<file path="src/verilog/fcsm_pkg.sv">
// Constants, types and register map of the parallel flash host controller
// What this block does
// - Drive high-voltage query with pin select bits
// - Query entry: two unlocks plus query command
// - Reset command leaves query mode
// - Write needs select and write low, output high
// - Timeout flag high means host writes reset
// - Program is four write cycles
package fcsm_pkg;
    localparam int AW = 19;
    localparam int DW = 16;
    localparam int CW = 8;
    localparam int CLK_PERIOD_PS = 8000;

    // Bus timing; least times, so cycle counts round up
    localparam int T_ADDR_SETUP_NS = 10;
    localparam int T_WE_PULSE_NS = 35;
    localparam int T_READ_ACC_NS = 70;
    localparam int T_RST_PULSE_NS = 500;
    localparam int T_RST_REC_NS = 50;
    localparam logic [CW-1:0] SETUP_CYC =
        CW'((T_ADDR_SETUP_NS * 1000 + CLK_PERIOD_PS - 1) / CLK_PERIOD_PS);
    localparam logic [CW-1:0] WP_CYC =
        CW'((T_WE_PULSE_NS * 1000 + CLK_PERIOD_PS - 1) / CLK_PERIOD_PS);
    localparam logic [CW-1:0] ACC_CYC =
        CW'((T_READ_ACC_NS * 1000 + CLK_PERIOD_PS - 1) / CLK_PERIOD_PS);
    localparam logic [CW-1:0] RP_CYC =
        CW'((T_RST_PULSE_NS * 1000 + CLK_PERIOD_PS - 1) / CLK_PERIOD_PS);
    localparam logic [CW-1:0] RH_CYC =
        CW'((T_RST_REC_NS * 1000 + CLK_PERIOD_PS - 1) / CLK_PERIOD_PS);

    // Command defaults
    localparam logic [AW-1:0] UNLOCK1_ADDR = 19'h00555;
    localparam logic [DW-1:0] UNLOCK1_DATA = 16'h00aa;
    localparam logic [AW-1:0] UNLOCK2_ADDR = 19'h002aa;
    localparam logic [DW-1:0] UNLOCK2_DATA = 16'h0055;
    localparam logic [DW-1:0] CMD_PROGRAM = 16'h00a0;
    localparam logic [DW-1:0] CMD_QUERY = 16'h0090;
    localparam logic [DW-1:0] CMD_RESET = 16'h00f0;
    localparam logic [CW-1:0] POLL_MAX = 8'hff;

    // Register map, byte addresses
    localparam logic [7:0] REG_CTRL = 8'h00;
    localparam logic [7:0] REG_CFG = 8'h04;
    localparam logic [7:0] REG_ADDR = 8'h08;
    localparam logic [7:0] REG_DATA = 8'h0c;
    localparam logic [7:0] REG_STATUS = 8'h10;
    localparam logic [7:0] REG_RESULT = 8'h14;

    // Field positions
    localparam int CFG_BYTE = 0;
    localparam int CFG_HV_A9 = 1;
    localparam int CFG_HV_RST = 2;
    localparam int STS_BUSY = 0;
    localparam int STS_ERR = 1;
    localparam int STS_QUERY = 2;
    localparam int STS_RDY = 3;
    localparam int POLL_BIT = 7;
    localparam int FAIL_BIT = 5;

    typedef enum logic [2:0] {
        OP_NONE = 3'h0,
        OP_READ = 3'h1,
        OP_PROG = 3'h2,
        OP_QUERY = 3'h3,
        OP_EXIT = 3'h4,
        OP_HWRST = 3'h5
    } fcsm_op_e;

    typedef struct packed {
        logic ce_n;
        logic we_n;
        logic oe_n;
        logic restart_n;
        logic byte_n;
        logic id_voltage_address_pin;
        logic restart_hv;
        logic dq_oe_n;
        logic [AW-1:0] addr;
        logic [DW-1:0] dq_out;
    } fcsm_pins_s;
endpackage : fcsm_pkg

</file>
<file path="src/verilog/fcsm_host.sv">
// Host-side command sequencer for an asynchronous parallel NOR flash
//
// Local design decisions: the plain strobed port and the placing of the registers.
module fcsm_host #(
    parameter logic [fcsm_pkg::AW-1:0] UNLOCK1_ADDR = fcsm_pkg::UNLOCK1_ADDR,
    parameter logic [fcsm_pkg::DW-1:0] UNLOCK1_DATA = fcsm_pkg::UNLOCK1_DATA,
    parameter logic [fcsm_pkg::AW-1:0] UNLOCK2_ADDR = fcsm_pkg::UNLOCK2_ADDR,
    parameter logic [fcsm_pkg::DW-1:0] UNLOCK2_DATA = fcsm_pkg::UNLOCK2_DATA,
    parameter logic [fcsm_pkg::DW-1:0] CMD_PROGRAM = fcsm_pkg::CMD_PROGRAM,
    parameter logic [fcsm_pkg::DW-1:0] CMD_QUERY = fcsm_pkg::CMD_QUERY,
    parameter logic [fcsm_pkg::DW-1:0] CMD_RESET = fcsm_pkg::CMD_RESET,
    parameter logic [fcsm_pkg::CW-1:0] POLL_MAX = fcsm_pkg::POLL_MAX
) (
    // Clock and reset
    input wire logic clk,
    input wire logic arst_n,
    // Software register port
    input wire logic [7:0] reg_addr,
    input wire logic [31:0] reg_wdata,
    input wire logic reg_wr,
    input wire logic reg_rd,
    output logic [31:0] reg_rdata,
    // Flash pins
    output fcsm_pkg::fcsm_pins_s fl_pins,
    input wire logic [fcsm_pkg::DW-1:0] dq_in,
    input wire logic ready_busy_output
);
    typedef enum logic [2:0] {
        ST_IDLE = 3'b000,
        ST_SETUP = 3'b001,
        ST_WLOW = 3'b010,
        ST_WREC = 3'b011,
        ST_RLOW = 3'b100,
        ST_NEXT = 3'b101,
        ST_HWRST = 3'b110,
        ST_HWREC = 3'b111
    } fcsm_st_e;

    logic [1:0] rs_q;
    logic rst_n;
    fcsm_st_e st_q, st_d;
    fcsm_pkg::fcsm_op_e op_q, op_d;
    fcsm_pkg::fcsm_pins_s pins_q, pins_d;
    logic [2:0] step_q, step_d;
    logic [fcsm_pkg::CW-1:0] cnt_q, cnt_d, poll_q, poll_d;
    logic is_wr_q, is_wr_d, fail_seen_q, fail_seen_d;
    logic [2:0] cfg_q, cfg_d;
    logic [fcsm_pkg::AW-1:0] addr_q, addr_d;
    logic [fcsm_pkg::DW-1:0] data_q, data_d, result_q, result_d;
    logic err_q, err_d, query_q, query_d;
    logic [31:0] rdata_q, rdata_d;
    logic [2:0] wcnt_q, wcnt_d;

    // Reset is released through two flops
    always_ff @(posedge clk or negedge arst_n) begin
        if (!arst_n) begin
            rs_q <= 2'h0;
        end else begin
            rs_q <= {rs_q[0], 1'b1};
        end
    end
    assign rst_n = rs_q[1];

    assign reg_rdata = rdata_q;
    assign fl_pins = pins_q;

    always_comb begin
        logic start;
        logic set_err;
        logic bus_go;
        logic bus_wr;
        logic [fcsm_pkg::AW-1:0] bus_a;
        logic [fcsm_pkg::DW-1:0] bus_dat;
        logic done;
        start = 1'b0;
        set_err = 1'b0;
        bus_go = 1'b0;
        bus_wr = 1'b0;
        bus_a = addr_q;
        bus_dat = data_q;
        done = 1'b0;
        st_d = st_q;
        op_d = op_q;
        pins_d = pins_q;
        step_d = step_q;
        cnt_d = cnt_q;
        poll_d = poll_q;
        is_wr_d = is_wr_q;
        fail_seen_d = fail_seen_q;
        cfg_d = cfg_q;
        addr_d = addr_q;
        data_d = data_q;
        result_d = result_q;
        query_d = query_q;
        wcnt_d = wcnt_q;
        rdata_d = 32'h0;

        // Register writes; configuration is steady while busy
        if (reg_wr && st_q == ST_IDLE) begin
            unique case (reg_addr)
                fcsm_pkg::REG_CTRL: start = 1'b1;
                fcsm_pkg::REG_CFG: cfg_d = reg_wdata[2:0];
                fcsm_pkg::REG_ADDR: addr_d = reg_wdata[fcsm_pkg::AW-1:0];
                fcsm_pkg::REG_DATA: data_d = reg_wdata[fcsm_pkg::DW-1:0];
                default: ;
            endcase
        end
        if (reg_rd) begin
            unique case (reg_addr)
                fcsm_pkg::REG_CFG: rdata_d = {29'h0, cfg_q};
                fcsm_pkg::REG_ADDR: rdata_d = {13'h0, addr_q};
                fcsm_pkg::REG_DATA: rdata_d = {16'h0, data_q};
                fcsm_pkg::REG_STATUS: rdata_d = {28'h0, ready_busy_output,
                    query_q, err_q, st_q != ST_IDLE};
                fcsm_pkg::REG_RESULT: rdata_d = {16'h0, result_q};
                default: rdata_d = 32'h0;
            endcase
        end

        // Static pins follow configuration
        pins_d.byte_n = !cfg_q[fcsm_pkg::CFG_BYTE];
        pins_d.id_voltage_address_pin = cfg_q[fcsm_pkg::CFG_HV_A9];
        pins_d.restart_hv = cfg_q[fcsm_pkg::CFG_HV_RST];

        unique case (st_q)
            ST_IDLE: begin
                if (start) begin
                    op_d = fcsm_pkg::fcsm_op_e'(reg_wdata[2:0]);
                    step_d = 3'h0;
                    poll_d = '0;
                    fail_seen_d = 1'b0;
                    wcnt_d = 3'h0;
                    if (op_d == fcsm_pkg::OP_HWRST) begin
                        pins_d.restart_n = 1'b0;
                        cnt_d = fcsm_pkg::RP_CYC;
                        st_d = ST_HWRST;
                    end else if (op_d != fcsm_pkg::OP_NONE) begin
                        st_d = ST_NEXT;
                    end
                end
            end
            ST_NEXT: begin
                unique case (op_q)
                    fcsm_pkg::OP_READ: begin
                        // Query-mode code and protection reads are plain reads
                        if (step_q == 3'h0) begin
                            bus_go = 1'b1;
                        end else begin
                            done = 1'b1;
                        end
                    end
                    fcsm_pkg::OP_PROG: begin
                        unique case (step_q)
                            3'h0: begin
                                bus_go = 1'b1;
                                bus_wr = 1'b1;
                                bus_a = UNLOCK1_ADDR;
                                bus_dat = UNLOCK1_DATA;
                            end
                            3'h1: begin
                                bus_go = 1'b1;
                                bus_wr = 1'b1;
                                bus_a = UNLOCK2_ADDR;
                                bus_dat = UNLOCK2_DATA;
                            end
                            3'h2: begin
                                bus_go = 1'b1;
                                bus_wr = 1'b1;
                                bus_a = UNLOCK1_ADDR;
                                bus_dat = CMD_PROGRAM;
                            end
                            3'h3: begin
                                // Any address order is fine
                                bus_go = 1'b1;
                                bus_wr = 1'b1;
                            end
                            3'h4: bus_go = 1'b1;
                            3'h5: begin
                                // Compare polling bit with the true data
                                if (result_q[fcsm_pkg::POLL_BIT]
                                        == data_q[fcsm_pkg::POLL_BIT]) begin
                                    done = 1'b1;
                                end else if (fail_seen_q
                                        || poll_q == POLL_MAX) begin
                                    // Bit stuck at zero also lands here
                                    set_err = 1'b1;
                                    bus_go = 1'b1;
                                    bus_wr = 1'b1;
                                    bus_a = UNLOCK1_ADDR;
                                    bus_dat = CMD_RESET;
                                    step_d = 3'h6;
                                end else begin
                                    fail_seen_d =
                                        result_q[fcsm_pkg::FAIL_BIT];
                                    poll_d = poll_q + 1'b1;
                                    bus_go = 1'b1;
                                    step_d = 3'h4;
                                end
                            end
                            default: done = 1'b1;
                        endcase
                    end
                    fcsm_pkg::OP_QUERY: begin
                        bus_go = step_q != 3'h3;
                        bus_wr = 1'b1;
                        bus_a = step_q == 3'h1 ? UNLOCK2_ADDR : UNLOCK1_ADDR;
                        bus_dat = step_q == 3'h0 ? UNLOCK1_DATA
                            : step_q == 3'h1 ? UNLOCK2_DATA : CMD_QUERY;
                        if (step_q == 3'h3) begin
                            query_d = 1'b1;
                            done = 1'b1;
                        end
                    end
                    fcsm_pkg::OP_EXIT: begin
                        // One cycle, any address
                        bus_go = step_q == 3'h0;
                        bus_wr = 1'b1;
                        bus_a = UNLOCK1_ADDR;
                        bus_dat = CMD_RESET;
                        if (step_q != 3'h0) begin
                            query_d = 1'b0;
                            done = 1'b1;
                        end
                    end
                    default: done = 1'b1;
                endcase
                if (bus_go) begin
                    // Command cycles are always whole and in order
                    pins_d.ce_n = 1'b0;
                    pins_d.addr = bus_a;
                    pins_d.dq_out = cfg_q[fcsm_pkg::CFG_BYTE]
                        ? {8'h0, bus_dat[7:0]} : bus_dat;
                    pins_d.dq_oe_n = !bus_wr;
                    is_wr_d = bus_wr;
                    cnt_d = fcsm_pkg::SETUP_CYC;
                    st_d = ST_SETUP;
                end
                if (done) begin
                    st_d = ST_IDLE;
                end
            end
            ST_SETUP: begin
                if (cnt_q == '0) begin
                    if (is_wr_q) begin
                        pins_d.we_n = 1'b0;
                        cnt_d = fcsm_pkg::WP_CYC;
                        st_d = ST_WLOW;
                    end else begin
                        pins_d.oe_n = 1'b0;
                        cnt_d = fcsm_pkg::ACC_CYC;
                        st_d = ST_RLOW;
                    end
                end else begin
                    cnt_d = cnt_q - 1'b1;
                end
            end
            ST_WLOW: begin
                if (cnt_q == '0) begin
                    // Data still driven across the rising edge
                    pins_d.we_n = 1'b1;
                    wcnt_d = wcnt_q + 1'b1;
                    st_d = ST_WREC;
                end else begin
                    cnt_d = cnt_q - 1'b1;
                end
            end
            ST_WREC: begin
                pins_d.ce_n = 1'b1;
                pins_d.dq_oe_n = 1'b1;
                step_d = step_q + 1'b1;
                if (op_q == fcsm_pkg::OP_PROG && step_q == 3'h6) begin
                    step_d = 3'h7;
                end
                st_d = ST_NEXT;
            end
            ST_RLOW: begin
                if (cnt_q == '0) begin
                    result_d = dq_in;
                    pins_d.oe_n = 1'b1;
                    pins_d.ce_n = 1'b1;
                    step_d = step_q + 1'b1;
                    st_d = ST_NEXT;
                end else begin
                    cnt_d = cnt_q - 1'b1;
                end
            end
            ST_HWRST: begin
                if (cnt_q == '0) begin
                    pins_d.restart_n = 1'b1;
                    cnt_d = fcsm_pkg::RH_CYC;
                    st_d = ST_HWREC;
                end else begin
                    cnt_d = cnt_q - 1'b1;
                end
            end
            ST_HWREC: begin
                query_d = 1'b0;
                if (cnt_q == '0) begin
                    st_d = ST_IDLE;
                end else begin
                    cnt_d = cnt_q - 1'b1;
                end
            end
        endcase

        // Set wins over a software clear in the same cycle
        err_d = set_err || (err_q && !(reg_wr && st_q == ST_IDLE
            && reg_addr == fcsm_pkg::REG_STATUS
            && reg_wdata[fcsm_pkg::STS_ERR]));
    end

    always_ff @(posedge clk or negedge rst_n) begin
        if (!rst_n) begin
            st_q <= ST_IDLE;
            op_q <= fcsm_pkg::OP_NONE;
            // Strobes parked high so no command is taken
            pins_q <= '{ce_n: 1'b1, we_n: 1'b1, oe_n: 1'b1, restart_n: 1'b1,
                byte_n: 1'b1, id_voltage_address_pin: 1'b0,
                restart_hv: 1'b0, dq_oe_n: 1'b1, addr: '0, dq_out: '0};
            step_q <= 3'h0;
            cnt_q <= '0;
            poll_q <= '0;
            is_wr_q <= 1'b0;
            fail_seen_q <= 1'b0;
            cfg_q <= 3'h0;
            addr_q <= '0;
            data_q <= '0;
            result_q <= '0;
            err_q <= 1'b0;
            query_q <= 1'b0;
            wcnt_q <= 3'h0;
            rdata_q <= 32'h0;
        end else begin
            st_q <= st_d;
            op_q <= op_d;
            pins_q <= pins_d;
            step_q <= step_d;
            cnt_q <= cnt_d;
            poll_q <= poll_d;
            is_wr_q <= is_wr_d;
            fail_seen_q <= fail_seen_d;
            cfg_q <= cfg_d;
            addr_q <= addr_d;
            data_q <= data_d;
            result_q <= result_d;
            err_q <= err_d;
            query_q <= query_d;
            wcnt_q <= wcnt_d;
            rdata_q <= rdata_d;
        end
    end
endmodule : fcsm_host

</file>
<file path="config.mk">
export PLATFORM = sky130hd
export DESIGN_NAME = fcsm_host
export DESIGN_NICKNAME = d
export VERILOG_FILES = /design/src/verilog/fcsm_pkg.sv /design/src/verilog/fcsm_host.sv
export SDC_FILE = /design/constraint.sdc
export NUM_CORES = 1
export LEC_CHECK = 0
export BUFFER_PORTS_ARGS = -buffer_cell sky130_fd_sc_hd__buf_2
export CORE_UTILIZATION = 60
export DETAILED_ROUTE_END_ITERATION = 16
export HOLD_SLACK_MARGIN = 0.08
export PLACE_DENSITY = 0.85
export RECOVER_POWER = 50
export SLEW_MARGIN = 40
export SYNTH_ARGS = -nofsm -noshare
export SYNTH_HDL_FRONTEND = slang
export SYNTH_SLANG_ARGS = --single-unit
</file>
<file path="constraint.sdc">
create_clock -name clk -period 10.98 [get_ports clk]
set_clock_uncertainty 0.1 [all_clocks]
set_input_delay 1.647 -clock clk [delete_from_list [all_inputs] [get_ports clk]]
set_output_delay 1.647 -clock clk [all_outputs]
set_load 0.02 [all_outputs]
</file>
# [Word level (Yosys, flattened, before mapping)]
# Index checks and enable logic that the tools add are counted.
[classes] n_addsub=3 eq_ne=46 mux=93 reduce_logical=47
[ops] cell="19-bit case mux with 3 select lines" count=2
[ops] cell="8-bit two-way mux" count=13
[ops] cell="19-bit case mux with 5 select lines" count=1
[ops] cell="16-bit case mux with 4 select lines" count=1
[ops] cell="19-bit two-way mux" count=3
[ops] cell="3-bit two-way mux" count=17
[ops] cell="16-bit two-way mux" count=3
[ops] cell="16-bit case mux with 3 select lines" count=1
[ops] cell="8-bit case mux with 5 select lines" count=1
[ops] cell="36-bit two-way mux" count=1
[ops] cell="1-bit two-way mux" count=29
[ops] cell="2-bit != test (second input constant)" count=14
[ops] cell="3-bit equality test (second input constant)" count=9
[ops] cell="3-bit case mux with 8 select lines" count=1
[ops] cell="1-bit case mux with 2 select lines" count=11
[ops] cell="3-bit by 2-bit equality test with 1-bit output (second input constant)" count=6
[ops] cell="8-bit by 4-bit equality test with 1-bit output (second input constant)" count=2
[ops] cell="8-bit by 5-bit equality test with 1-bit output (second input constant)" count=2
[ops] cell="8-bit zero test" count=2
[ops] cell="8-bit case mux with 2 select lines" count=1
[ops] cell="4-bit AND reduction" count=4
[ops] cell="2-bit AND reduction" count=7
[ops] cell="3-bit != test (second input constant)" count=4
[ops] cell="3-bit case mux with 4 select lines" count=1
[ops] cell="other kinds (31)" count=53
[totals] regBits=160 input_bits=61 output_inout_bits=75

# [Depth between registers and ports, before layout]
[logic_depth] depth_word=10 ltp_mapped=10

# [Worst setup path before layout]
# Ideal clock, no wire load.
[synth_path] path_type="input-to-reg" startpoint="input port reg_addr[1]" endpoint="register data_q[10] in the netlist's numbering" setup_ns=0.125 arrival_time_ns=3.159 required_ns=10.755 path_slack_ns=7.596 cell_stages=7 n_path_buf=2 path_cell_list="nor4_4 nand3_1 nor2_2 and3_1 buf_4 buf_4 mux2_2"
[synth_between] elab_chain_len=2
[synth_lines] item="start, declared" line_no="fcsm_host.sv:18" text="input wire logic [7:0] reg_addr,"
[synth_lines] item="8-bit by 4-bit equality test with 1-bit output" line_no="fcsm_host.sv:100" text="unique case (reg_addr)"
[synth_lines] item="2-bit AND reduction (no source line)"
[synth_lines] item="end signal, assigned" line_no="fcsm_host.sv:344" text="data_q <= data_d;"
[synth_lines] item="end, declared" line_no="fcsm_host.sv:49" text="logic [fcsm_pkg::DW-1:0] data_q, data_d, result_q, result_d;"
# No other way between the ends.
# A chain may end at the register's enable or synchronous reset.

==> metrics.log <==
[metrics] final antenna-violating net count: 0
[metrics] Resize count post-CTS: 0
[metrics] synthesis warning total: 0
[metrics] total via count after detailed routing: 6081
[metrics] last weighted congestion value of the routability-driven placer: 0.915
[metrics] data required time of the worst path: 10500 ps
[metrics] violations in the final reports: max-capacitance violations, max-slew violations
[metrics] Setup CP Type: flip-flop to async pin
[metrics] aggregate routed wire length: 19400 um
[metrics] drt wl/cell: 20.8 um
[metrics] highest fanout seen on the critical path: 78
[metrics] relative contribution of sequential cells to total power: 49.0%
[metrics] Clock Power Share: 48.0%
[metrics] power per standard cell area: 133 nW/um2
[metrics] Top-Level Pins: 136
[metrics] status: finished with violations
[metrics] nets@finish: 843
[metrics] Setup Total Neg Slack: 0 ps
[metrics] total DRC errors in the routed layout: 0
[metrics] area added between synthesis and finish: 14.1%
[metrics] relative slew slack: -164%
[metrics] post-synthesis average cell area: 10.9 um2
[metrics] number of port buffers: 109
[metrics] area of the core: 12000 um2
[metrics] number of buffers on the longest clock path: 2
[metrics] hold buffer count at CTS: 0
[metrics] buffers inserted by post-CTS timing repair: 0
[metrics] detailed-routing iteration count for the pre-antenna-repair pass: 5
[metrics] fraction of registers with async set/reset: 100%
[metrics] sw frac: 23.5%
[metrics] buffer cell driving the clock tree root: clkbuf_16
[metrics] count of endpoints failing hold in the final timing report: 0
[metrics] Cell Chain, Critical Path: clkbuf_1
[metrics] Worst EP arrival: 4600 ps
[metrics] Pint: 859 uW
[metrics] number of clock buffers inserted by TritonCTS: 17
[metrics] iteration-0 DRC count of the detailed router: 377
[metrics] worst skew pair latency: 430 ps
[metrics] first-pass GRT wire length: 31400 um
[metrics] chip width: 113 um
[metrics] actual transition at the worst max-transition pin: 3970 ps
[metrics] startpoint kind of the worst setup timing path: flip-flop
[metrics] setup repair after global routing missed its margin: no
[metrics] effective utilization at floorplan: 61.6%
[metrics] post-synthesis instance total: 680
[metrics] post-synthesis instance area: 7390 um2
[metrics] Row Count: 40
[metrics] share of the cycle needed by the critical path after routing: 46.3%
[metrics] final-report setup violation count: 0
[metrics] maximum number of pins on one net before global-route repair: 79
[metrics] max-slew violation total from the final report: 115
[metrics] combinational cell fraction of total power: 2.9%
[metrics] sink count of the clock tree: 147
[metrics] vertical die dimension: 113 um
[metrics] initial antenna violation count: 0
[metrics] Seq cells post-synth: 147
[metrics] area enclosed by the die boundary: 12800 um2
[metrics] H-tree depth: 4
[metrics] fin crit period: 5080 ps
[metrics] filler instances: 886
[metrics] global router's overall resource usage: 32.1%
[metrics] sequential area share after synthesis: 49.8%
[metrics] combined flip-flop and latch cell area: 3690 um2
[metrics] vias in the first global route: 6164
[metrics] Final Instance Count excl. Fillers: 934
[metrics] Worst setup EP type: async pin
[metrics] number of enable flip-flop cells after synthesis: 0
[metrics] Switch Pwr: 264 uW
[metrics] Vias/cell: 6.51
[metrics] clock tree from TritonCTS: built
[metrics] overall power of the completed layout: 1120 uW
[metrics] Critical-path top delay cell: clkbuf_1
[metrics] antenna cell count: 0
[metrics] detailed placement HPWL: 13300 um
[metrics] maximum clock frequency: 197 MHz
[metrics] leakage power: 0.00391 uW
[metrics] Unique masters post-synth: 88
[metrics] number of maximum-capacitance violations: 2
[metrics] clock-pin slew reported for the worst setup and hold paths after clock tree synthesis: 60 ps
[metrics] Post-Route Hold Slack: 254 ps
[metrics] largest stage delay on the critical path: 2860 ps
[metrics] cell count after placement: 901
[metrics] most used flip-flop cell after synthesis: dfrtp_1
[metrics] aggregate global routing overflow: 0
[metrics] crit path buf inv count: 1
[metrics] crit-path leading delay family: buffers and inverters
[metrics] combined area of the multi-input logic cells: 3420 um2
[metrics] kind of path behind the tightest hold check: flip-flop to flip-flop
[metrics] IR drop worst, VDD: 0.000137 V
[metrics] fraction of final layout cells with drive strength greater than 1: 28.0%
[power by group through the flow]
stage               registers, uW  logic, uW  clock network, uW
finish                        551       32.9                539
global route                  551       36.7                565
CTS                           553       31.5                544
detailed placement            563       31.2                  0
global placement              563       29.5                  0
floorplan                     564       15.7                  0
[synth_stat cells (all sizes together), types with 11 or more instances]
library cell | count | area share, %
nand2 | 52 | 2.6
dfrtp | 141 | 48
a21boi | 11 | 1.1
buf | 33 | 2.8
mux2 | 58 | 8.9
a21oi | 39 | 2.6
clkbuf | 17 | 0.86
o22a | 11 | 1.3
o21ai | 32 | 2.4
nand3 | 16 | 1.2
nor3 | 16 | 1.2
a22oi | 19 | 1.9
and2 | 11 | 0.93
nor2 | 32 | 1.8
inv | 15 | 0.76
[layout by cell type, fill, tap and decap left out, types with 5 or more instances in the layout]
cell type  synthesis  layout
a31oi_1           10       9
a31o_2             8       8
ha_1               8       8
dfstp_2            6       6
nor2_1            29      29
inv_1             15      15
nor3_1            14      14
clkbuf_1          17      24
a2bb2oi_1          7       7
a22o_1            10      10
o21ai_0           29      29
o22a_1            11      11
a22oi_1           19      19
nor2b_1            8       8
nand2_1           52      52
buf_2             15      87
or3_1             10      10
clkbuf_16          0      17
nand4_1            7       7
a21boi_0          10      10
and2_1            11      11
conb_1             2      14
and3_1             7       7
o31ai_1            6       6
nand2b_1           5       5
nand3_1           15      15
mux2_2            55      55
dfrtp_1          141     140
a21oi_1           39      38
[state kept, by name, summed over array words and instances, names as in the netlist, 8 cells and up]
| register | count |
|---|---|
| addr_q | 19 |
| poll_q | 8 |
| reg_rdata | 19 |
| data_q | 16 |
| result_q | 16 |
| cnt_q | 8 |
| fl_pins | 43 |
[path summary, 6_finish.rpt]
path                              from           end  slack [ps]  cells after the start
max                            rs_q[1]  result_q[12]        5900                      1
min                            rs_q[0]       rs_q[1]         250                      0
max reg2reg                    rs_q[1]  result_q[12]        5900                      1
min reg2reg                    rs_q[0]       rs_q[1]         250                      0
max in group clk           reg_addr[4]    data_q[10]        6410                      6
min in group asynchronous      rs_q[1]     addr_q[3]         470                      0
[metal layers]
layer | up-vias | global-route usage [%] | wire length, um
met5 | - | 0 | 0
met4 | 0 | 12.0 | 344
met2 | 265 | 55.7 | 9970
met1 | 3070 | 39.7 | 7750
met3 | 34 | 6.64 | 1340
li1 | 2712 | - | -
[cell type report]
| class | instances | area share (%) |
|---|---|---|
| Clock buffer | 19 | 5.37 |
| Multi-Input combinational cell | 480 | 40.5 |
| Timing Repair Buffer | 113 | 6.40 |
| Inverter | 15 | 0.667 |
| Tap cell | 147 | 2.18 |
| Clock inverter | 13 | 1.19 |
| Sequential cell | 147 | 43.7 |
[cells by family (layout without fill, tap and decap cells)]
| kind of cell | after synthesis | after routing | share of synthesized area, % |
|---|---|---|---|
| AOI/OAI and AO/OA | 199 | 199 | 19.6 |
| and+or+nand+nor | 193 | 193 | 14.7 |
| DFF | 147 | 147 | 49.8 |
| buffers and inverters | 65 | 160 | 4.47 |
| muxes | 62 | 62 | 9.48 |
| adders and majority gates | 8 | 8 | 1.35 |
| xor gates and xnor gates | 4 | 4 | 0.474 |
| other | 2 | 14 | 0.102 |
[stage by stage]
| stage | util (%) | worst slack [ps] | cell area (um2) |
|---|---|---|---|
| 3_3_place_gp | 65.9 | 6530 | 7920 |
| 4_1_cts | 70.7 | 6900 | 8490 |
| 5_1_grt | 70.3 | 4740 | 8440 |
| 2_1_floorplan | - | 6490 | 7440 |
| 6_report | 70.3 | 5900 | 8440 |
| 3_5_place_dp | 66.1 | 6450 | 7940 |
Note: power is estimated with default switching activity, not from simulation.
